`config.mk`:
```
export PLATFORM = sky130hd
export DESIGN_NAME = hpps_top
export DESIGN_NICKNAME = d
export VERILOG_FILES = /design/src/verilog/hpps_pkg.sv /design/src/verilog/hpps_top.sv /design/src/verilog/hpps_sync.sv
export SDC_FILE = /design/constraint.sdc
export NUM_CORES = 1
export LEC_CHECK = 0
export ABC_AREA = 1
export BUFFER_PORTS_ARGS = -buffer_cell sky130_fd_sc_hd__buf_2
export CAP_MARGIN = 20
export CORE_MARGIN = 4
export CORE_UTILIZATION = 25
export CTS_CLUSTER_DIAMETER = 80
export DETAILED_ROUTE_END_ITERATION = 12
export PLACE_DENSITY = 0.53
export SETUP_SLACK_MARGIN = 0.1
export SLEW_MARGIN = 30
export SYNTH_ARGS = -nofsm -noshare
export SYNTH_HDL_FRONTEND = slang
export SYNTH_SLANG_ARGS = --single-unit
```
`constraint.sdc`:
```
create_clock -name core_clk -period 3.4 [get_ports core_clk]
set_clock_uncertainty 0.1 [all_clocks]
set_input_delay 0.51 -clock core_clk [delete_from_list [all_inputs] [get_ports core_clk]]
set_output_delay 0.51 -clock core_clk [all_outputs]
set_load 0.1 [all_outputs]
```
`src/verilog/hpps_pkg.sv`:
```
// Package for the hub port power and strap pin block
package hpps_pkg;
   // Time from reset release until shared strap pins turn into outputs
   localparam int STRAP_HOLD_MS = 60;
   localparam int CLK_HZ = 10000000;
   localparam int STRAP_HOLD_CYC = (STRAP_HOLD_MS * CLK_HZ) / 1000;
   localparam int NUM_PORTS = 4;
   // Reset value of the live test select register
   localparam logic STRAP_RST = 1'h0;

   typedef enum logic [1:0] {
      HPPS_SAMPLE = 2'h0,
      HPPS_HOLD = 2'h1,
      HPPS_RUN = 2'h2
   } hpps_state_t;

   typedef struct packed {
      logic gang_mode;
      logic enable_active_high;
      logic test_mode;
      logic [NUM_PORTS-1:0] nonremovable;
   } hpps_straps_t;

   // Pin function select for the port 1/2 LED pins and shared I2C pins
   typedef struct packed {
      logic spi_sel;
      logic i2c_sel;
   } hpps_func_t;
endpackage

```
`src/verilog/hpps_top.sv`:
```
// Hub downstream port power, strap and shared pin control
// Operation
// - The gang mode pin is an input from reset until the strapped pins are released.
// - With gang strap 1 the gang pin drives 0 in normal operation and 1 in suspend.
// - With gang strap 0 the gang pin drives 1 in normal operation and 0 in suspend.
// - Test select 0 means normal operation and 1 puts the chip in test mode.
// - Each port has amber and green LED outputs, active high by default.
// - Each port power enable is active low by default and can be put in high impedance.
// - A strap on the port 2 amber pin selects the power enable polarity.
// - Each port has an active low overcurrent input driven by the outside circuit.
// - Green LED pin straps mark ports as non removable at reset.
// - Strapped pins become outputs 60 ms after reset, the outside must release them.
// - Port 1 and 2 LED pins can serve as SPI EEPROM select, clock, data out and data in.
// - Test pin can be I2C clock and port 1 power pin I2C data for an I2C EEPROM.
`timescale 1ns/1ps
module hpps_top #(
   parameter int NPORT = hpps_pkg::NUM_PORTS,
   parameter int HOLD_CYC = hpps_pkg::STRAP_HOLD_CYC
) (
   // Clock and reset
   input wire logic core_clk,
   input wire logic sys_rst,
   // Core controls
   input wire logic suspend,
   input wire logic [NPORT-1:0] port_power_on,
   input wire logic [NPORT-1:0] port_power_hiz,
   input wire logic [NPORT-1:0] led_amber_on,
   input wire logic [NPORT-1:0] led_green_on,
   input wire hpps_pkg::hpps_func_t func_sel,
   // EEPROM master signals to and from the core
   input wire logic spi_cs,
   input wire logic eeprom_serial_clock,
   input wire logic spi_mosi,
   output logic spi_miso,
   input wire logic i2c_scl_drive_low,
   input wire logic i2c_sda_drive_low,
   output logic i2c_sda_in,
   output logic i2c_scl_in,
   // Gang pin
   input wire logic gang_i,
   output logic gang_o,
   output logic gang_oe,
   // Test / I2C clock pin
   input wire logic test_i,
   output logic test_o,
   output logic test_oe,
   // Amber LED pins
   input wire logic [NPORT-1:0] amber_i,
   output logic [NPORT-1:0] amber_o,
   output logic [NPORT-1:0] amber_oe,
   // Green LED pins
   input wire logic [NPORT-1:0] green_i,
   output logic [NPORT-1:0] green_o,
   output logic [NPORT-1:0] green_oe,
   // Power enable pins
   input wire logic [NPORT-1:0] pwr_i,
   output logic [NPORT-1:0] port_power_enable_out,
   output logic [NPORT-1:0] port_power_enable_oe,
   // Overcurrent pins
   input wire logic [NPORT-1:0] port_overcurrent_in,
   // Status to the core
   output logic [NPORT-1:0] port_overcurrent,
   output hpps_pkg::hpps_straps_t straps,
   output logic test_mode,
   output logic pins_released
);
   localparam int CW = $clog2(HOLD_CYC + 1);
   localparam int SW = 3 + 2 * NPORT + 2;

   hpps_pkg::hpps_state_t state_ff, nxt_state;
   logic [CW-1:0] cnt_ff;
   hpps_pkg::hpps_straps_t straps_ff;
   logic test_ff;
   logic [SW-1:0] pin_raw, pin_s;
   logic [NPORT-1:0] ovr_s, amb_s, grn_s;
   logic gang_s, test_s, pwr1_s;

   assign pin_raw = {gang_i, test_i, pwr_i[0], amber_i, green_i, 1'b0, 1'b0};

   hpps_sync #(.WIDTH(SW)) u_pin_sync (
      .core_clk(core_clk),
      .sys_rst(sys_rst),
      .async_in(pin_raw),
      .sync_out(pin_s)
   );

   hpps_sync #(.WIDTH(NPORT)) u_ovr_sync (
      .core_clk(core_clk),
      .sys_rst(sys_rst),
      .async_in(port_overcurrent_in),
      .sync_out(ovr_s)
   );

   assign gang_s = pin_s[SW-1];
   assign test_s = pin_s[SW-2];
   assign pwr1_s = pin_s[SW-3];
   assign amb_s = pin_s[2*NPORT+1:NPORT+2];
   assign grn_s = pin_s[NPORT+1:2];

   // Sample waits for the synchroniser to fill so that pin levels are real
   logic [1:0] warm_ff;
   wire warm_done = (warm_ff == 2'h3);
   wire hold_done = (cnt_ff == CW'(HOLD_CYC - 1));
   wire run = (state_ff == hpps_pkg::HPPS_RUN);

   always_comb begin
      nxt_state = state_ff;
      unique case (state_ff)
         hpps_pkg::HPPS_SAMPLE: if (warm_done) nxt_state = hpps_pkg::HPPS_HOLD;
         hpps_pkg::HPPS_HOLD: if (hold_done) nxt_state = hpps_pkg::HPPS_RUN;
         hpps_pkg::HPPS_RUN: nxt_state = hpps_pkg::HPPS_RUN;
         default: nxt_state = hpps_pkg::HPPS_SAMPLE;
      endcase
   end

   always_ff @(posedge core_clk or posedge sys_rst) begin
      if (sys_rst) begin
         state_ff <= hpps_pkg::HPPS_SAMPLE;
         warm_ff <= 2'h0;
         cnt_ff <= '0;
      end else begin
         state_ff <= nxt_state;
         if (!warm_done) warm_ff <= warm_ff + 2'h1;
         if (state_ff == hpps_pkg::HPPS_HOLD) cnt_ff <= cnt_ff + CW'(1);
      end
   end

   // Latched once at the end of sampling; pins driven later cannot disturb them
   always_ff @(posedge core_clk or posedge sys_rst) begin
      if (sys_rst) begin
         straps_ff <= '0;
      end else if (state_ff == hpps_pkg::HPPS_SAMPLE && warm_done) begin
         straps_ff.gang_mode <= gang_s;
         straps_ff.enable_active_high <= amb_s[1];
         straps_ff.test_mode <= 1'b0;
         straps_ff.nonremovable <= grn_s;
      end
   end

   // Test select stays live while the pin is not used as I2C clock
   always_ff @(posedge core_clk or posedge sys_rst) begin
      if (sys_rst) test_ff <= hpps_pkg::STRAP_RST;
      else if (!func_sel.i2c_sel) test_ff <= test_s;
   end

   // Next pin values
   wire nxt_gang_o = straps_ff.gang_mode ? suspend : !suspend;
   wire nxt_gang_oe = run;
   wire [NPORT-1:0] pwr_lvl = straps_ff.enable_active_high ? port_power_on : ~port_power_on;
   logic [NPORT-1:0] nxt_pwr_o, nxt_pwr_oe, nxt_amb_o, nxt_grn_o;
   wire spi_on = func_sel.spi_sel && run;
   wire i2c_on = func_sel.i2c_sel && run;

   genvar g;
   generate
      for (g = 0; g < NPORT; g++) begin : g_port
         if (g == 0) begin : g_p1
            assign nxt_pwr_o[g] = i2c_on ? 1'b0 : pwr_lvl[g];
            assign nxt_pwr_oe[g] = i2c_on ? i2c_sda_drive_low : run && !port_power_hiz[g];
            assign nxt_amb_o[g] = spi_on ? spi_cs : led_amber_on[g];
            assign nxt_grn_o[g] = spi_on ? eeprom_serial_clock : led_green_on[g];
         end else if (g == 1) begin : g_p2
            assign nxt_pwr_o[g] = pwr_lvl[g];
            assign nxt_pwr_oe[g] = run && !port_power_hiz[g];
            assign nxt_amb_o[g] = spi_on ? spi_mosi : led_amber_on[g];
            assign nxt_grn_o[g] = spi_on ? 1'b0 : led_green_on[g];
         end else begin : g_pn
            assign nxt_pwr_o[g] = pwr_lvl[g];
            assign nxt_pwr_oe[g] = run && !port_power_hiz[g];
            assign nxt_amb_o[g] = led_amber_on[g];
            assign nxt_grn_o[g] = led_green_on[g];
         end
      end
   endgenerate

   // Green pin 2 is the SPI data input while SPI is selected
   wire [NPORT-1:0] nxt_grn_oe = {NPORT{run}} & ~({{(NPORT-1){1'b0}}, spi_on} << 1);

   always_ff @(posedge core_clk or posedge sys_rst) begin
      if (sys_rst) begin
         gang_o <= 1'b0;
         gang_oe <= 1'b0;
         test_o <= 1'b0;
         test_oe <= 1'b0;
         amber_o <= '0;
         amber_oe <= '0;
         green_o <= '0;
         green_oe <= '0;
         port_power_enable_out <= '0;
         port_power_enable_oe <= '0;
         port_overcurrent <= '0;
         spi_miso <= 1'b0;
         i2c_sda_in <= 1'b1;
         i2c_scl_in <= 1'b1;
         straps <= '0;
         test_mode <= 1'b0;
         pins_released <= 1'b0;
      end else begin
         gang_o <= nxt_gang_o;
         gang_oe <= nxt_gang_oe;
         test_o <= 1'b0;
         test_oe <= i2c_on && i2c_scl_drive_low;
         amber_o <= nxt_amb_o;
         amber_oe <= {NPORT{run}};
         green_o <= nxt_grn_o;
         green_oe <= nxt_grn_oe;
         port_power_enable_out <= nxt_pwr_o;
         port_power_enable_oe <= nxt_pwr_oe;
         port_overcurrent <= ~ovr_s;
         spi_miso <= grn_s[1];
         i2c_sda_in <= pwr1_s;
         i2c_scl_in <= test_s;
         straps <= straps_ff;
         test_mode <= test_ff;
         pins_released <= run;
      end
   end
endmodule

```
`src/verilog/hpps_sync.sv`:
```
// Two-stage synchroniser bank for pin inputs
`timescale 1ns/1ps
module hpps_sync #(
   parameter int WIDTH = 1
) (
   // Clock and reset
   input wire logic core_clk,
   input wire logic sys_rst,
   // Data
   input wire logic [WIDTH-1:0] async_in,
   output logic [WIDTH-1:0] sync_out
);
   logic [WIDTH-1:0] meta_ff;
   logic [WIDTH-1:0] sync_ff;

   always_ff @(posedge core_clk or posedge sys_rst) begin
      if (sys_rst) begin
         meta_ff <= '0;
         sync_ff <= '0;
      end else begin
         meta_ff <= async_in;
         sync_ff <= meta_ff;
      end
   end

   assign sync_out = sync_ff;
endmodule

```
## Word-level counts from Yosys, hierarchy flattened

Cells that the tools add are included.

| operators by class | value |
|---|---|
| add/sub/neg operators | 2 |
| eq/ne operators | 6 |
| mux-type cells | 11 |
| bitwise operators | 4 |
| reduce and logical (&&, ||, !) cells | 15 |

Operator list:

| kind | count |
|---|---|
| $add A20 B1 Y20 const B | 1 |
| $eq A20 B20 Y1 const B | 1 |
| $logic_and A1 B1 Y1 | 8 |
| $not A4 Y4 | 2 |
| $mux W1 | 7 |
| $pmux W2 S3 | 1 |
| $logic_not A1 Y1 | 5 |
| $and A4 B4 Y4 | 1 |
| $eq A2 B2 Y1 const B | 2 |
| $mux W2 | 2 |
| $mux W4 | 1 |
| $ne A2 B2 Y1 const B | 2 |
| $not A2 Y4 | 1 |
| $add A2 B1 Y2 const B | 1 |
| $eq A2 B1 Y1 const B | 1 |
| $logic_not A2 Y1 | 1 |
| $reduce_and A2 Y1 | 1 |

| word-level totals | value |
|---|---|
| bits in registers | 99 |
| logic and storage cells | 66 |

## Logic depth before layout (Yosys ltp)

Gate-level depths: netlist of run 1.

| depth | value |
|---|---|
| depth after elaboration | 4 |
| gate-level depth with buffers | 11 |
| gate-level depth less buffers | 11 |

## Modules after synthesis

From an unflattened synthesis of run 1, not the netlist that was laid out.

| second synthesis, totals | value |
|---|---|
| cell total of the unflattened synthesis | 281 |
| area total of the unflattened synthesis | 3512.1 um^2 |

By module, submodules not included:

| module | times used | cells an instance | area each (um^2) | seq. area each (um^2) |
|---|---|---|---|---|
| hpps_top | 1 | 245 | 2653.8 | 1629.1 |
| hpps_sync at u_pin_sync | 1 | 27 | 654.4 | 650.6 |
| hpps_sync at u_ovr_sync | 1 | 9 | 203.9 | 200.2 |

## Least setup slack after synthesis of run 1

No wires, ideal clock.

| timing path | value |
|---|---|
| path kind | reg2out |
| start | register, netlist name green_oe[2] |
| end | output amber_oe[0] |
| arrival | 1.440 ns |
| data required time | 2.790 ns |
| path slack | 1.350 ns |
| stages on the path, launching flop included | 2 |
| buffers on the path | 1 |
| cell sequence | dfrtp_1 > buf_4 |

RTL lines:

| item | RTL line | RTL |
|---|---|---|
| end, declared | hpps_top.sv:50 | `output logic [NPORT-1:0] amber_oe,` |

## Final worst setup path of run 1

| timing path | value |
|---|---|
| start | register i2c_sda_in |
| end | output i2c_sda_in |

RTL lines:

| item | RTL line | RTL |
|---|---|---|
| start, declared | hpps_top.sv:37 | `output logic i2c_sda_in,` |
| start signal, assigned | hpps_top.sv:211 | `i2c_sda_in <= pwr1_s;` |

No word-level cell between the ends.

==> reports/results.ini, run 1 <==
[layout]
syn_to_final_growth_pct=26.2
final-seq-area_um2=2230
fill_cells=1329
mostFrequentLayoutCells=dfrtp_1 (87), buf_2 (79), nand2_1 (73), inv_1 (29), nor2_1 (22)
layout_commonest_cell=dfrtp_1
n_antenna_cell=0
drive_above_1_share=0.314
fin_area_um2=4120
finalNetCount=414
multi_input_area_um2=837
post-route-util=0.324

[global_routing]
grt_pass1_wl_um=9570
grt_start_max_net_pins=55
antenna_found_initial=0
grtUsageTotal=0.0829
grt_pass1_vias=2072
overflow=0

[worst_setup_path]
crit_path_max_fanout=1
cp_data_required_time_ps=2790
r2r_end=cnt_ff[14]
crit_family=flip-flops
cp_cell_sequence=buf_2
rr_worst_depth=8
critical_path_class=register to primary output
crit_buf_inv=1
crit_arrival_ps=1270
r2r_slack_ps=1660
critPathMaxStageDelay_ps=520
cp_slowest_cell=dfstp_2
cp-end-kind=primary output
start_kind=register
r2r-start=state_ff[1]

[clock_tree]
holdBufCountCts=0
htree_levels=3
cts_buffer_depth=2
worstSkewPairLatency_ps=340
cts_resized=0
clkTransAtPathRegs_ps=60
cts_setup_buffers=0
cts-root-buf=clkbuf_16
numCtsBuffers=9
cts_tree=done
cts.sinks=89

[sta]
fin_crit_sh=0.552
min_period_ps=1880
rsz0062_at_grt=false
whs_ps=167
slew_headroom=0.564
setup_tns_ps=0
tightest_slew_ps=653
finalSetupViolCount=0
max_freq_mhz=533
finalHoldViolations=0
slew_viol_final=0

[synthesis]
synthDominantCellAreaShare=0.667
synth_area_um2=3270
synth_cells=283
yosysSeqAreaShare=0.683
ys_seq_elements=89
synth_area_leader_cell=dfrtp_1
netlist_top_cells_area=dfrtp_1 (67%), nand2_1 (8.4%), inv_1 (3.4%)
avgSynthCellArea_um2=11.5
ys_warn_count=0
synth_cell_type_count=25

[floorplan]
die_x_um=122
initial_core_util=0.257
rows=41
core_um2=12700
dieArea_um2=15000
ios=88
fp.dieH_um=122

[routing]
drc=0
ant_nets=0
wl_per_cell_um=10.4
wl_um=5650
drt_first_pass_iters=4
vias_per_cell=3.76
drt_iter0_markers=98
via_count=2038

[power]
finalPower_uw=2330
power_leakage_uw=0.00208
powerDensity_nw_per_um2=565
ir_worst_vdd_mv=0.205

[run_status]
status=finished clean

[worst_hold_path]
min_path_type=primary input to async pin

[placed_design]
gp_congestion=0.762
place_hpwl_um=4090
placed_cell_area_um2=3820
io_buffers=79

[flow_run]
cap_violations=0

per-layer routing:
metal  part of all wire  track usage  up-vias
met2               0.46        0.131       65
met1               0.44       0.0973      959
met5                  0            0        -
li1                   -            -     1008
met4              0.012       0.0378        0
met3              0.086       0.0373        6
synth_stat cells, drive strengths merged:
master / n
mux2: 1
dfstp: 2
a21oi: 2
xnor2: 10
ha: 5
dfrtp: 87
buf: 10
nand3b: 2
nand2: 76
inv: 32
o21ai: 1
nand4: 3
xor2: 11
conb: 1
nor2: 27
clkinv: 1
clkbuf: 1
nand3: 11
how the worst max path moves through the flow:
stage | start | end | slack [ps] | cells past startpoint
after floorplan | sys_rst | amber_o[0] | 490 | 1
after global placement | state_ff[1] | cnt_ff[19] | 1700 | 11
after detailed placement | state_ff[1] | cnt_ff[14] | 1670 | 8
after CTS | i2c_sda_in | i2c_sda_in | 1490 | 1
after global routing | state_ff[1] | cnt_ff[19] | 1460 | 11
final | i2c_sda_in | i2c_sda_in | 1520 | 1
cell families (layout without fill, tap and decap cells):
family	Yosys count	in the layout	share of synthesized area
mux	1	1	0.00345
simple gates	119	119	0.170
buf+inv	44	130	0.0621
xor+xnor	21	21	0.0563
fa+ha+maj	5	5	0.0192
other cells	1	2	0.00115
flops	89	89	0.683
compound gates	3	3	0.00460
stage by stage:
step           setup slack (ps)  cells
2_1_floorplan               486    284
3_3_place_gp               1700    526
3_5_place_dp               1670    526
4_1_cts                    1490    542
5_1_grt                    1460    542
6_report                   1520    542
registers in the layout, indices dropped and copies added (netlist names):
signal / cells
amber_o: 4
cnt_ff: 20
gang_o: 1
green_o: 4
green_oe: 2
i2c_scl_in: 1
i2c_sda_in: 1
port_overcurrent: 4
port_power_enable_oe: 4
port_power_enable_out: 4
spi_miso: 1
state_ff: 2
straps: 6
straps_ff: 6
test_ff: 1
test_mode: 1
test_oe: 1
u_ovr_sync.meta_ff: 4
u_ovr_sync.sync_out: 4
u_pin_sync.meta_ff: 8
u_pin_sync.sync_out: 8
warm_ff: 2
cell type report:
class	instances	area share
Timing Repair Buffer	81	0.0995
Sequential cell	89	0.541
Multi-Input combinational cell	151	0.203
Tap cell	172	0.0522
Clock inverter	6	0.0158
Inverter	33	0.0307
Clock buffer	10	0.0580
where the power goes:
part           leakage, µW  switching [µW]  internal (µW)
logic             0.000864             199           37.6
clock network     0.000149             391            590
registers          0.00107            12.2           1100
total              0.00208             602           1730
Note: power is estimated with default switching activity, not from simulation.
==> inputs of run 2 (changes only) <==
Clock period 3.4 ns to 1.8 ns, I/O delays scaled along.
==> run 2 against run 1 <==
Compared with the run above:
- register-to-register slack got worse by 1500 ps
- worst setup slack got worse by 1400 ps
- global-route usage is 0.33 points higher
- critical path depth unchanged
- first-iteration DRC count is 13% higher
- sequential share of layout area down 4.0 points
- die area is the same
- sequential cell count did not move
- total power rose by 97%
- via count rose by 4.4%
- design area grew 8.0%
- hold slack worse by 150 ps
==> reports/results.ini, run 2 (same netlist as run 1, synthesis figures left out) <==
[placed_design]
io_buffers=79  ; unchanged
place_hpwl_um=4170  ; was 4090 µm
placed_cell_area_um2=3860  ; was 3820 µm²
dp_slack_ps=164  ; was 1670 ps
place_inst=528  ; was 526
gp_congestion=0.793  ; was 0.762

[routing]
wl_per_cell_um=10.3  ; was 10.4 µm
wl_met2_um=2630  ; was 2600 µm
drt_first_pass_iters=4  ; unchanged
wl_um=5830  ; was 5650 µm
wl_met3_um=533  ; was 484 µm
via_count=2127  ; was 2038
ant_nets=0  ; unchanged
drc=0  ; unchanged
wl_met1_um=2540  ; was 2500 µm
drt_iter0_markers=111  ; was 98
highest_layer=met4  ; unchanged
vias_per_cell=3.74  ; was 3.76

[worst_setup_path]
r2r_end=cnt_ff[19]  ; was cnt_ff[14]
r2r-start=state_ff[1]  ; unchanged
start_kind=register  ; unchanged
crit_buf_inv=1  ; unchanged
cp-end-kind=primary output  ; unchanged
cp_cell_sequence=buf_2  ; unchanged
r2r_slack_ps=210  ; was 1660 ps
critical_path_class=register to primary output  ; unchanged
crit_family=flip-flops  ; unchanged
cp_slowest_cell=dfstp_2  ; unchanged
rr_worst_depth=11  ; was 8
critPathMaxStageDelay_ps=510  ; was 520 ps
crit_arrival_ps=1260  ; was 1270 ps
crit_path_max_fanout=1  ; unchanged
cp_data_required_time_ps=1430  ; was 2790 ps

[sta]
fin_crit_sh=0.907
rsz0062_at_grt=true  ; was false
finalSetupViolCount=0  ; unchanged
setup_tns_ps=0  ; unchanged
max_freq_mhz=612
finalHoldViolations=0  ; unchanged
final.setup.worst_slack_ps=167  ; was 1520 ps
slew_headroom=0.620  ; was 0.564
slew_viol_final=0  ; unchanged
tightest_slew_ps=569  ; was 653 ps
min_period_ps=1630

[layout]
largest_reg_flops=20  ; unchanged
largest_register=cnt_ff  ; unchanged
mostFrequentLayoutCells=dfrtp_1 (86), buf_2 (79), nand2_1 (73), inv_1 (29), dlygate4sd3_1 (23)  ; was dfrtp_1 (87), buf_2 (79), nand2_1 (73), inv_1 (29), nor2_1 (22)
finalNetCount=440  ; was 414
n_antenna_cell=0  ; unchanged
post-route-util=0.350  ; was 0.324
drive_above_1_share=0.308  ; was 0.314
syn_to_final_growth_pct=36.4  ; was 26.2%
finalNonFillerCells=568  ; was 542
layout_commonest_cell=dfrtp_1  ; unchanged
fin_area_um2=4450  ; was 4120 µm²

[global_routing]
grt_pass1_wl_um=9850  ; was 9570 µm
antenna_found_initial=0  ; unchanged
grtUsageTotal=0.0863  ; was 0.0829
overflow=0  ; unchanged
grt_start_max_net_pins=31  ; was 55
grt_pass1_vias=2181  ; was 2072

[clock_tree]
cts-root-buf=clkbuf_16  ; unchanged
clkTransAtPathRegs_ps=60  ; about the same
cts.sinks=89  ; unchanged
numCtsBuffers=9  ; unchanged
worstSkewPairLatency_ps=340  ; about the same
cts_buffer_depth=2  ; unchanged
htree_levels=3  ; unchanged
cts_tree=done  ; unchanged

[worst_hold_path]
min_to=port_power_enable_out[3]
min_path_type=primary input to register  ; was primary input to async pin
holdPathStages=2
min_from=port_power_on[3]

[power]
ir_worst_vdd_mv=0.368  ; was 0.205 mV
powerDensity_nw_per_um2=1030  ; was 565 nW/µm²
power_leakage_uw=0.00220  ; was 0.00208 µW

[flow_run]
cap_violations=0  ; unchanged

[floorplan]
die_x_um=122  ; unchanged
initial_core_util=0.257  ; unchanged
rows=41  ; unchanged
ios=88  ; unchanged
dieArea_um2=15000  ; unchanged
core_um2=12700  ; unchanged
fp.dieH_um=122  ; unchanged

[run_status]
status=finished clean  ; unchanged

[run 2: report_power, final]
part / internal, µW / total [µW] / leakage [µW] / switching, µW
Combinational: 111 / 496 / 0.000978 / 386
Clock: 1230 / 1980 / 0.000153 / 758
Sequential: 2070 / 2100 / 0.00107 / 21.8
[run 2: area by class of cell]
| type | instances | area [µm²] |
|---|---|---|
| Clock buffer | 9 | 225 |
| Fill cell | 1286 | 8270 |
| Timing Repair Buffer | 107 | 688 |
| Multi-Input combinational cell | 151 | 865 |
| Tap cell | 172 | 215 |
| Sequential cell | 89 | 2230 |
| Inverter | 33 | 128 |
| Clock inverter | 7 | 101 |
[run 2: metrics by stage]
step / hold WS, ps / power [µW]
after CTS: 6.32 / 4680
after global placement: 234 / 2590
after global routing: 0.372 / 4800
after detailed placement: 237 / 2600
after floorplan: 201 / 2490
final: 18.8 / 4580
[run 2: timing repair]
item                                    CTS  global route
endpoints found under the hold margin    43             0
hold buffers                             23             0
gates resized for setup                   0             5
setup buffers                             0             1
endpoints found under the setup margin    0            10
[run 2: worst max-delay path by stage]
| stage | from | to | slack (ps) | cells after the start |
|---|---|---|---|---|
| floorplan | state_ff[1] | cnt_ff[17] | 250 | 8 |
| global placement | state_ff[1] | cnt_ff[19] | 160 | 11 |
| detailed placement | state_ff[1] | cnt_ff[19] | 160 | 11 |
| CTS | i2c_sda_in | i2c_sda_in | 140 | 1 |
| global route | state_ff[1] | cnt_ff[19] | 90 | 11 |
| finish | i2c_sda_in | i2c_sda_in | 170 | 1 |
[run 2: routing by layer]
layer  vias up  global-route usage
met3         7              0.0355
met2        73               0.131
met5         -                   0
met4         0              0.0497
met1       987               0.103
li1       1060                   -
==> inputs of run 3 (changes only) <==
Settings changed: CAP_MARGIN 20 to 5, CORE_UTILIZATION 25 to 35, PLACE_DENSITY 0.53 to 0.66.
==> run 3 against run 2 <==
Compared with the run above:
- routed wire length is 7.2% lower
- non-clock buffer count up 1
- clock power down 25%
- die area decreased by 27%
- critical path depth unchanged
- first-iteration DRC count fell by 30%
- total power down 11%
- utilization rose by 13 points
- sequential share of layout area increased by 2.2 points
- hold slack gained 5.7 ps
- fmax shrank 1.6%
- critical endpoint unchanged
- count of clock-buffer cells in the layout increased by 2
- critical path type unchanged
==> reports/results.ini, run 3 (same netlist as run 1, synthesis figures left out) <==
[sta]
rsz0062_at_grt=false  ; was true
setup_tns_ps=0  ; unchanged
fin_crit_sh=0.922  ; was 0.907
max_freq_mhz=602  ; was 612 MHz
finalSetupViolCount=0  ; unchanged
min_period_ps=1660  ; was 1630 ps
slew_viol_final=0  ; unchanged
whs_ps=24.5  ; was 18.8 ps
finalHoldViolations=0  ; unchanged

[layout]
finalNetCount=441  ; was 440
mostFrequentLayoutCells=dfrtp_1 (86), buf_2 (78), nand2_1 (73), inv_1 (29), dlygate4sd3_1 (26)  ; was dfrtp_1 (86), buf_2 (79), nand2_1 (73), inv_1 (29), dlygate4sd3_1 (23)
drive_above_1_share=0.297  ; was 0.308
n_antenna_cell=0  ; unchanged
syn_to_final_growth_pct=30.6  ; was 36.4%
largest_reg_flops=20  ; unchanged
layout_commonest_cell=dfrtp_1  ; unchanged
largest_register=cnt_ff  ; unchanged

[floorplan]
fp.dieH_um=105  ; was 122 µm
core_um2=8890  ; was 12700 µm²
initial_core_util=0.367  ; was 0.257
ios=88  ; unchanged
die_x_um=105  ; was 122 µm
dieArea_um2=10900  ; was 15000 µm²
rows=34  ; was 41

[routing]
drc=0  ; unchanged
vias_per_cell=4.21  ; was 3.74
ant_nets=0  ; unchanged
via_count=2128  ; was 2127
wl_per_cell_um=10.7  ; was 10.3 µm
drt_first_pass_iters=4  ; unchanged
wl_um=5410  ; was 5830 µm
drt_iter0_markers=78  ; was 111

[placed_design]
place_hpwl_um=3690  ; was 4170 µm
gp_congestion=0.751  ; was 0.793
io_buffers=79  ; unchanged

[worst_setup_path]
crit_buf_inv=1  ; unchanged
cp_slowest_cell=dfstp_2  ; unchanged
start_kind=register  ; unchanged
critPathMaxStageDelay_ps=530  ; was 510 ps
cp-end-kind=primary output  ; unchanged
cp_data_required_time_ps=1430  ; about the same
crit_arrival_ps=1290  ; was 1260 ps
critical_path_class=register to primary output  ; unchanged
crit_family=flip-flops  ; unchanged
cp_cell_sequence=buf_2  ; unchanged
crit_path_max_fanout=1  ; unchanged

[clock_tree]
numCtsBuffers=9  ; unchanged
cts_buffer_depth=2  ; unchanged
clkTransAtPathRegs_ps=90  ; was 60 ps
cts_tree=done  ; unchanged
cts-root-buf=clkbuf_8  ; was clkbuf_16
cts.sinks=89  ; unchanged
htree_levels=3  ; unchanged
worstSkewPairLatency_ps=340  ; about the same

[global_routing]
grt_start_max_net_pins=90  ; was 31
overflow=0  ; unchanged
grt_pass1_wl_um=9550  ; was 9850 µm
grtUsageTotal=0.106  ; was 0.0863
antenna_found_initial=0  ; unchanged
grt_pass1_vias=2145  ; was 2181

[worst_hold_path]
min_path_type=primary input to register  ; unchanged

[power]
power_leakage_uw=0.00216  ; was 0.00220 µW
powerDensity_nw_per_um2=956  ; was 1030 nW/µm²
ir_worst_vdd_mv=0.576  ; was 0.368 mV

[flow_run]
cap_violations=0  ; unchanged

[run_status]
status=finished clean  ; unchanged

==> run 3: changes by cell type in the layout (fill, tap and decap cells not counted), sizes merged <==
| cell | change |
|---|---|
| inv | -1 |
| clkbuf | +3 |
| clkinv | +1 |
| clkinvlp | -2 |
| dlygate4sd3 | +3 |
| buf | -3 |
==> run 3: area by class of cell <==
class | count | area (µm²)
fillers | 800 | 4630
flip-flops and latches | 89 | 2230
multi-input cells | 151 | 850
repair buffers | 108 | 693
clock buffers | 11 | 141
well taps | 108 | 135
inverters | 33 | 128
clock inverters | 5 | 86.3
==> run 3: worst register-to-register path: cells and delay by family, from the launching register on <==
| family | cells | cell delay, ps |
|---|---|---|
| fa+ha+maj | 1 | 170 |
| buf+inv | 3 | 260 |
| flops | 1 | 410 |
| simple gates | 7 | 540 |
==> run 3: repair_timing <==
action / in CTS / in global routing
hold buffers: 26 / 0
hold endpoints to repair: 112 / 0
gates resized for setup: 1 / 2
setup buffers: 0 / 1
endpoints found under the setup margin: 1 / 6
==> run 3: where the power goes <==
part           total (µW)  internal (µW)  switching, µW
clock                1490            830            661
sequential           2090           2070           22.4
combinational         492            110            382
==> run 3: per-stage QoR <==
step	setup slack [ps]	area (µm²)	power, µW	cells	util
2_1_floorplan	247	3270	2490	284	-
3_3_place_gp	184	3750	2580	462	0.422
3_5_place_dp	143	3750	2590	462	0.422
4_1_cts	114	4240	4160	504	0.477
5_1_grt	99.6	4260	4260	505	0.480
6_report	140	4260	4080	505	0.480
==> run 3: layer usage <==
metal | GRT usage | share of wire | vias to the layer above
met5 | 0 | 0 | -
met3 | 0.0345 | 0.071 | 8
li1 | - | - | 1059
met2 | 0.179 | 0.47 | 69
met4 | 0.0422 | 0.018 | 0
met1 | 0.126 | 0.44 | 992
==> run 3: worst paths after layout <==
path,from,to,slack [ps],cells after the start
max,i2c_sda_in,i2c_sda_in,140,1
min,spi_cs,amber_o[0],20,3
max reg2reg,state_ff[1],cnt_ff[19],210,11
min reg2reg,u_pin_sync.meta_ff[12],u_pin_sync.sync_out[12],250,0
max in group asynchronous,sys_rst,i2c_scl_in,730,4
min in group asynchronous,sys_rst,u_pin_sync.sync_out[10],490,4
